--- src/core/src_pkg.sv ---
// Purpose: shared constants and types of the system reset controller
// Assumes: core clock of 20 MHz (50 ns period)
// Notes: times are kept in their own unit, the power-on cycle count derives from them
package src_pkg;
	// ----------------------------------------
	// timing
	// ----------------------------------------
	localparam int CLK_PERIOD_NS = 50;
	localparam int POR_DELAY_NS = 300000; // power_on_release_delay, longest figure
	localparam int POR_DELAY_CYC = POR_DELAY_NS / CLK_PERIOD_NS; // rounds down
	localparam int WDT_DIV = 12; // watchdog clock divider after reset
	localparam logic [3:0] WDT_DIV_LAST = 4'hb;
	localparam logic [1:0] PIN_GUARD = 2'h3; // cycles the pin sync needs to settle
	// ----------------------------------------
	// values after reset
	// ----------------------------------------
	localparam logic [7:0] PORT_RESET = 8'hff;
	localparam logic [15:0] PC_RESET = 16'h0000;
	// ----------------------------------------
	// states and causes
	// ----------------------------------------
	typedef enum logic [2:0] {
		ST_RUN = 3'b001,
		ST_HOLD = 3'b010,
		ST_DELAY = 3'b100
	} src_state_t;
	typedef enum logic [2:0] {
		CS_POR = 3'h0,
		CS_VDM = 3'h1,
		CS_PIN = 3'h2,
		CS_MCD = 3'h3,
		CS_SW = 3'h4
	} src_cause_t;
endpackage

--- src/core/src_reset_ctrl.sv ---
// Purpose: gathers reset requests, holds core in reset, records last cause
// Assumes: i_sys_rst is the power-on request; pin, supply, one-shot are async
// Notes: pin is open drain, only ever driven low
`timescale 1ns/1ns
module src_reset_ctrl #(
	parameter int POR_DELAY_CYCLES = src_pkg::POR_DELAY_CYC
) (
	// clock and reset
	input wire logic i_core_clk,
	input wire logic i_sys_rst,
	// reset pin, supply monitor, missing-clock one-shot (asynchronous)
	input wire logic i_rst_pin,
	output logic o_rst_pin_out,
	output logic o_rst_pin_oe,
	input wire logic i_supply_ok,
	input wire logic i_clk_oneshot_expired,
	// software writes from the core (same clock)
	input wire logic i_pin_flag_wr,
	input wire logic i_sw_reset_wr,
	input wire logic i_vdm_en_wr,
	input wire logic i_vdm_en_val,
	input wire logic i_vdm_sel_wr,
	input wire logic i_vdm_sel_val,
	input wire logic i_mcd_en_wr,
	input wire logic i_mcd_en_val,
	input wire logic i_wdt_disable,
	input wire logic i_port_wr,
	input wire logic [7:0] i_port_data,
	// core and peripheral control
	output logic o_core_rst,
	output logic o_irq_tmr_dis,
	output logic o_stack_reinit,
	output logic o_port_open_drain,
	output logic o_weak_pullup_en,
	output logic [7:0] o_port_latch,
	output logic o_clk_int_osc,
	output logic o_fetch_start,
	output logic [15:0] o_pc_value,
	output logic o_wdt_en,
	output logic o_wdt_tick,
	// cause flags, supply monitor state and clock detector enable
	output logic o_power_on_cause_flag,
	output logic o_pin_cause_flag,
	output logic o_missing_clock_cause_flag,
	output logic o_software_reset_force_flag,
	output logic o_supply_monitor_enable,
	output logic o_supply_sel,
	output logic o_mcd_en
);
	import src_pkg::*;

	// elaboration check: the delay counter is 16 bits wide and needs room to count
	if (POR_DELAY_CYCLES < 16 || POR_DELAY_CYCLES > 65535) begin : g_bad_delay
		$error("POR_DELAY_CYCLES out of range");
	end

	// ----------------------------------------
	// synchronisers
	// ----------------------------------------
	logic pin_s1, pin_s2, sup_s1, sup_s2, os_s1, os_s2;

	// two stages each; pin idles high so reset leaves it released
	always_ff @(posedge i_core_clk) begin
		if (i_sys_rst) begin
			pin_s1 <= 1'b1;
			pin_s2 <= 1'b1;
			sup_s1 <= 1'b0;
			sup_s2 <= 1'b0;
			os_s1 <= 1'b0;
			os_s2 <= 1'b0;
		end else begin
			pin_s1 <= i_rst_pin;
			pin_s2 <= pin_s1;
			sup_s1 <= i_supply_ok;
			sup_s2 <= sup_s1;
			os_s1 <= i_clk_oneshot_expired;
			os_s2 <= os_s1;
		end
	end

	// ----------------------------------------
	// reset sequencer
	// ----------------------------------------
	src_state_t state, next_state;
	src_cause_t cause, next_cause;
	logic [15:0] dly, next_dly;
	logic [1:0] guard, next_guard;
	logic [3:0] wdiv, next_wdiv;
	logic [7:0] next_port;
	logic next_drive, next_fetch, next_wtick, next_wdt_en;
	logic next_por_f, next_pin_f, next_mcd_f, next_sw_f;
	logic next_vdm_en, next_vdm_sel, next_mcd_en;
	logic vdm_trip, pin_trip, mcd_trip, any_trip;

	// the pin is ignored while we drive it and until its echo clears the sync
	assign vdm_trip = o_supply_monitor_enable && o_supply_sel && !sup_s2;
	assign pin_trip = !pin_s2 && !o_rst_pin_oe && (guard == 2'h0);
	assign mcd_trip = o_mcd_en && os_s2;
	assign any_trip = i_pin_flag_wr || vdm_trip || pin_trip || mcd_trip || i_sw_reset_wr;

	always_comb begin
		next_state = state;
		next_cause = cause;
		next_dly = dly;
		next_guard = (guard != 2'h0) ? guard - 2'h1 : guard;
		next_port = o_port_latch;
		next_fetch = 1'b0;
		next_wdt_en = o_wdt_en;
		next_por_f = o_power_on_cause_flag;
		next_pin_f = o_pin_cause_flag;
		next_mcd_f = o_missing_clock_cause_flag;
		next_sw_f = o_software_reset_force_flag;
		next_vdm_en = o_supply_monitor_enable;
		next_vdm_sel = o_supply_sel;
		next_mcd_en = o_mcd_en;
		case (state)
			ST_RUN: begin
				if (any_trip) begin
					// priority: forced power-on, supply, pin, clock, software
					if (i_pin_flag_wr) begin
						next_cause = CS_POR;
					end else if (vdm_trip) begin
						next_cause = CS_VDM;
					end else if (pin_trip) begin
						next_cause = CS_PIN;
					end else if (mcd_trip) begin
						next_cause = CS_MCD;
					end else begin
						next_cause = CS_SW;
					end
					next_state = ST_HOLD;
				end else begin
					if (i_vdm_en_wr) begin
						next_vdm_en = i_vdm_en_val;
					end
					if (i_vdm_sel_wr) begin
						next_vdm_sel = i_vdm_sel_val;
					end
					if (i_mcd_en_wr) begin
						next_mcd_en = i_mcd_en_val;
					end
					if (i_wdt_disable) begin
						next_wdt_en = 1'b0;
					end
					if (i_port_wr) begin
						next_port = i_port_data;
					end
				end
			end
			ST_HOLD: begin
				// release once the holding source has gone away; power-on moves to the delay instead
				case (cause)
					CS_POR: begin
						if (sup_s2) begin
							next_state = ST_DELAY;
							next_dly = 16'h0000;
						end
					end
					CS_VDM: begin
						if (sup_s2) begin
							next_state = ST_RUN;
						end
					end
					CS_PIN: begin
						if (pin_s2) begin
							next_state = ST_RUN;
						end
					end
					CS_MCD: begin
						if (!os_s2) begin
							next_state = ST_RUN;
						end
					end
					default: begin
						next_state = ST_RUN;
					end
				endcase
			end
			ST_DELAY: begin
				if (!sup_s2) begin
					next_state = ST_HOLD; // supply dipped again, restart
				end else if (dly == 16'(POR_DELAY_CYCLES - 1)) begin
					next_state = ST_RUN;
				end else begin
					next_dly = dly + 16'h0001;
				end
			end
			default: begin
				next_state = ST_HOLD;
				next_cause = CS_POR;
			end
		endcase
		// reset state forces defaults; flags follow the captured cause
		if (next_state != ST_RUN) begin
			next_port = PORT_RESET;
			next_wdt_en = 1'b0;
			next_vdm_sel = 1'b0;
			next_mcd_en = 1'b0;
			next_por_f = (next_cause == CS_POR) || (next_cause == CS_VDM);
			next_pin_f = (next_cause == CS_PIN);
			next_mcd_f = (next_cause == CS_MCD);
			next_sw_f = (next_cause == CS_SW);
			if (next_cause == CS_POR) begin
				next_vdm_en = 1'b1;
			end
		end
		// leaving reset restarts the core
		if (state != ST_RUN && next_state == ST_RUN) begin
			next_fetch = 1'b1;
			next_wdt_en = 1'b1;
		end
		next_drive = (next_state != ST_RUN) && (next_cause == CS_POR || next_cause == CS_VDM);
		if (o_rst_pin_oe && !next_drive) begin
			next_guard = PIN_GUARD;
		end
		// watchdog clock divider, restarted with the watchdog
		next_wtick = 1'b0;
		if (!next_wdt_en || !o_wdt_en || wdiv == WDT_DIV_LAST) begin
			next_wdiv = 4'h0;
			next_wtick = next_wdt_en && o_wdt_en;
		end else begin
			next_wdiv = wdiv + 4'h1;
		end
	end

	// register the sequencer; i_sys_rst is a power-on request
	always_ff @(posedge i_core_clk) begin
		if (i_sys_rst) begin
			state <= ST_HOLD;
			cause <= CS_POR;
			dly <= 16'h0000;
			guard <= 2'h0;
			wdiv <= 4'h0;
			o_port_latch <= PORT_RESET;
			o_rst_pin_oe <= 1'b1;
			o_fetch_start <= 1'b0;
			o_wdt_en <= 1'b0;
			o_wdt_tick <= 1'b0;
			o_power_on_cause_flag <= 1'b1;
			o_pin_cause_flag <= 1'b0;
			o_missing_clock_cause_flag <= 1'b0;
			o_software_reset_force_flag <= 1'b0;
			o_supply_monitor_enable <= 1'b1;
			o_supply_sel <= 1'b0;
			o_mcd_en <= 1'b0;
		end else begin
			state <= next_state;
			cause <= next_cause;
			dly <= next_dly;
			guard <= next_guard;
			wdiv <= next_wdiv;
			o_port_latch <= next_port;
			o_rst_pin_oe <= next_drive;
			o_fetch_start <= next_fetch;
			o_wdt_en <= next_wdt_en;
			o_wdt_tick <= next_wtick;
			o_power_on_cause_flag <= next_por_f;
			o_pin_cause_flag <= next_pin_f;
			o_missing_clock_cause_flag <= next_mcd_f;
			o_software_reset_force_flag <= next_sw_f;
			o_supply_monitor_enable <= next_vdm_en;
			o_supply_sel <= next_vdm_sel;
			o_mcd_en <= next_mcd_en;
		end
	end

	// core-facing levels; memory has no clear path, only the stack pointer reloads
	assign o_core_rst = (state != ST_RUN);
	assign o_irq_tmr_dis = o_core_rst;
	assign o_stack_reinit = o_core_rst;
	assign o_port_open_drain = o_core_rst;
	assign o_weak_pullup_en = 1'b1;
	assign o_clk_int_osc = o_core_rst || o_fetch_start;
	assign o_pc_value = PC_RESET;
	assign o_rst_pin_out = 1'b0;

	// helper for the delay check: cycles spent in the current delay stretch
	logic [15:0] delay_run, next_delay_run;
	always_comb begin
		next_delay_run = (state == ST_DELAY) ? delay_run + 16'h0001 : 16'h0000;
	end
	always_ff @(posedge i_core_clk) begin
		delay_run <= i_sys_rst ? 16'h0000 : next_delay_run;
	end
endmodule

--- config.mk ---
export PLATFORM = sky130hd
export DESIGN_NAME = src_reset_ctrl
export DESIGN_NICKNAME = d
export VERILOG_FILES = /design/src/core/src_pkg.sv /design/src/core/src_reset_ctrl.sv
export SDC_FILE = /design/constraint.sdc
export NUM_CORES = 1
export LEC_CHECK = 0
export BUFFER_PORTS_ARGS = -buffer_cell sky130_fd_sc_hd__buf_2
export CORE_MARGIN = 3
export CORE_UTILIZATION = 48
export CTS_CLUSTER_DIAMETER = 60
export DETAILED_ROUTE_END_ITERATION = 12
export GPL_TIMING_DRIVEN = 0
export PLACE_DENSITY = 0.87
export RECOVER_POWER = 25
export SLEW_MARGIN = 40
export SYNTH_ARGS = -nofsm -noshare
export SYNTH_HDL_FRONTEND = slang
export SYNTH_SLANG_ARGS = --single-unit
--- constraint.sdc ---
create_clock -name i_core_clk -period 2.2 [get_ports i_core_clk]
set_input_delay 0.22 -clock i_core_clk [delete_from_list [all_inputs] [get_ports i_core_clk]]
set_output_delay 0.22 -clock i_core_clk [all_outputs]
set_load 0.01 [all_outputs]
==> implementation parameters <==
Parameter                              Value

Run status
  Run status ... complete, but fails checks
  Failing checks ... setup timing

Routing
  Detailed-route wire length ... 6960 um
  Number of antenna-violating nets in the routed design ... 0
  WL per Instance ... 15.3 um
  Number of design-rule violations left by the first detailed-router iteration ... 254
  Router iterations before antenna repair ... 5
  DRC viols ... 0
  Via total after detailed routing ... 2606
  Detailed-route vias per instance ... 5.73

Finish
  Number of nets at the end of the flow ... 410
  Area growth syn-to-layout ... 26.2%
  FILL cells ... 415
  Final Instance Area ... 0.00339 mm^2
  Share of post-route cells with drive strength above 1 ... 32.7%
  ANT cells ... 0

Global route
  Wire length of the first global-routing pass ... 10200 um
  Initial antenna violation count ... 0
  Overall overflow remaining after global route ... 0
  Global routing usage summed across all routing layers ... 19.5%
  Pin count of the biggest net entering global routing ... 20
  Number of global-route vias before repair ... 2302

Clock network
  H-tree lvl count ... 2
  Clock tree from TritonCTS ... built
  Insertion delay to the later sink of the worst-skew pair ... 0.32 ns
  Buffer cell driving the clock tree root ... clkbuf_8
  Max clock buf depth ... 2
  CTS clock-pin slew for the worst setup and hold paths ... 0.11 ns
  TritonCTS Buffers ... 5
  Num Clock Sinks ... 53

Pwr
  Worst ir drop on vdd ... 494 uV
  Pwr Density ... 532 mW/mm^2
  Post-layout power ... 1.80 mW
  Leakage power ... 1.38 nW

Flow run
  Count of maximum capacitance violations ... 0

Floorplanning
  FP Rows ... 26
  Height of the chip ... 80.8 um
  Top Ports ... 65
  Initial core utilization ... 50.9%
  Die width ... 80.8 um
  Die ar. ... 0.00652 mm^2
  Floorplan core area ... 0.00527 mm^2

Setup path
  Startpoint of the lowest-slack register-to-register path ... dly[4]
  Setup slack of the most critical reg-to-reg path ... -0.01 ns
  Critical Path RT ... 2.45 ns
  Highest fanout seen on the critical path ... 6
  Logic depth of the worst register-to-register path ... 7
  Capturing point of the worst reg2reg path ... dly[10]
  Kind of critical path ... reg2reg
  Endpoint type of the worst setup path ... flip-flop
  Launching element type of the critical path ... flip-flop
  Arrival time reported for the critical path endpoint ... 2.46 ns

Logic synthesis
  Cell types occupying the most area after synthesis ... dfxtp_1 40%, buf_4 6.2%, nand2_1 5.3%
  Predominant post-synthesis flop cell ... dfxtp_1
  Syn Std Cell Area ... 0.00268 mm^2
  Gate count after technology mapping ... 308
  Yosys cell types ... 65
  Share of synthesized registers carrying an async set or reset ... 0%
  Number of warning messages in the yosys log ... 0
  Most used standard cells in the synthesized netlist ... 53 x dfxtp_1, 38 x nand2_1, 22 x buf_4
  Synth Register Bits ... 53
  Average size of a mapped cell ... 8.71 um^2
  Number of synthesized flops with an enable pin ... 0
  Cell taking the most area after synthesis ... dfxtp_1
  Share of Yosys cell area claimed by the top area cell type ... 39.5%
  Top-count cell post-synth ... dfxtp_1
  Register area share after synthesis ... 39.5%

Hold path
  Worst Hold Class ... in2reg
  Hold Path Stages ... 2
  Startpoint of the tightest hold check path ... i_rst_pin
  Destination of the worst hold path ... pin_s1

STA
  Unrepaired setup endpoints after global routing ... yes
  Min Clock Period, post-route ... 2.21 ns
  Period utilization ... 101%
  Largest clock skew in the final design ... 0.0104 ns
  Final Hold Viols ... 0
  Final Setup Violations ... 2
  Smallest hold slack ... 0.0739 ns
  Worst slew margin relative to its limit ... 56.9%
  Highest Clock Rate ... 0.452 GHz
  Least-Margin Pin Slew ... 0.639 ns
  Number of max-slew violations in the final report ... 0
  Post-layout worst setup margin ... -0.0124 ns
  Aggregate negative setup slack ... -0.0178 ns

Place
  Placer's final routability congestion estimate ... 0.917
  Post-detailed-placement half-perimeter wirelength ... 4310 um
  Port buffer count ... 46
  Placed Area ... 0.00306 mm^2
==> final cells by class <==
class	instances	area [um^2]	area share (%)
multi-input combinational	226	1540	45.6
sequential	53	1070	31.6
timing repair buffer	56	313	9.24
buffer	30	229	6.76
tap	70	87.6	2.59
clock buffer	5	68.8	2.03
inverter	12	45.0	1.33
clock inverter	3	28.8	0.850
==> layer usage <==
layer | wire length (um) | GRT usage [%]
met4 | 247 | 7.94
met5 | 0 | 0
met1 | 2830 | 23.7
met3 | 473 | 3.88
met2 | 3420 | 33.7
==> registers in the layout (all words and copies together), names as in the netlist <==
register and cells:
guard 2, o_mcd_en 1, pin_s2 1, o_power_on_cause_flag 1, o_pin_cause_flag 1, o_wdt_tick 1, o_port_latch 8, o_missing_clock_cause_flag 1
cause 3, o_wdt_en 1, o_rst_pin_oe 1, dly 16, o_supply_sel 1, wdiv 4, os_s2 1, o_supply_monitor_enable 1
o_software_reset_force_flag 1, sup_s2 1, o_fetch_start 1, sup_s1 1, pin_s1 1, os_s1 1, state 3
==> through the flow <==
step | cells | setup WS [ns] | util, %
finish | 455 | -0.0124 | 64.2
global route | 455 | -0.110 | 64.2
CTS | 451 | 0.00496 | 61.1
detailed placement | 440 | -0.169 | 58.1
global placement | 440 | -0.0830 | 58.1
floorplan | 324 | 0.114 | -
==> how the worst max path moves through the flow <==
stage	startpoint	endpoint	slack, ns
6_report	dly[4]	dly[10]	-0.01
5_1_grt	cause[1]	guard[0]	-0.11
4_1_cts	state[1]	dly[13]	0.005
3_5_place_dp	state[0]	o_port_latch[4]	-0.17
3_3_place_gp	state[0]	o_port_latch[7]	-0.08
2_1_floorplan	dly[4]	o_port_latch[0]	0.11
==> cells in the final DEF (no fill, tap or decap), types with 6 or more instances in the layout <==
| cell type | count |
|---|---|
| dfxtp_1 | 47 |
| buf_2 | 40 |
| nand2_1 | 37 |
| buf_4 | 29 |
| conb_1 | 18 |
| nor2_1 | 16 |
| a21oi_1 | 15 |
| nand3_1 | 12 |
| nand4_1 | 12 |
| inv_1 | 11 |
| clkbuf_1 | 11 |
| or4_1 | 7 |
| and2_1 | 6 |
| nor3_1 | 6 |
| o31ai_1 | 6 |
==> logic make-up (layout without fill, tap and decap cells) <==
group | Yosys count | count (layout) | share of synthesized area, %
adder cells (fa/ha/maj) | 3 | 3 | 1.40
other | 2 | 18 | 0.280
flip-flops | 53 | 53 | 39.5
AO/OA/AOI/OAI | 61 | 61 | 16.8
AND/OR/NAND/NOR | 137 | 137 | 29.4
XOR/XNOR | 4 | 4 | 1.31
buffers and inverters | 45 | 106 | 10.2
multiplexers | 3 | 3 | 1.12
==> where the power goes <==
group	switching, mW	leakage [nW]	total (mW)	internal, mW
Sequential	0.0140	0.432	0.991	0.977
Clock	0.356	0.0506	0.594	0.239
Combinational	0.111	0.901	0.216	0.105
Total	0.481	1.38	1.80	1.32
==> worst max-delay path, stage by stage, from the launching register on <==
cell       delay [ns]
dfxtp_4          0.36
or4_4            0.51
or4_4            0.57
a21oi_4          0.21
buf_6            0.16
clkbuf_16        0.15
o31ai_4          0.05
a21oi_2          0.14
==> repair_timing <==
action | 4_1_cts | 5_1_grt
resized for setup | 6 | 34
setup buffers | 4 | 4
pin swaps | 3 | 14
hold buffers | 0 | 0
gates cloned | 0 | 2
endpoints found under the setup margin | 36 | 34
(Power assumes the default switching activity.)
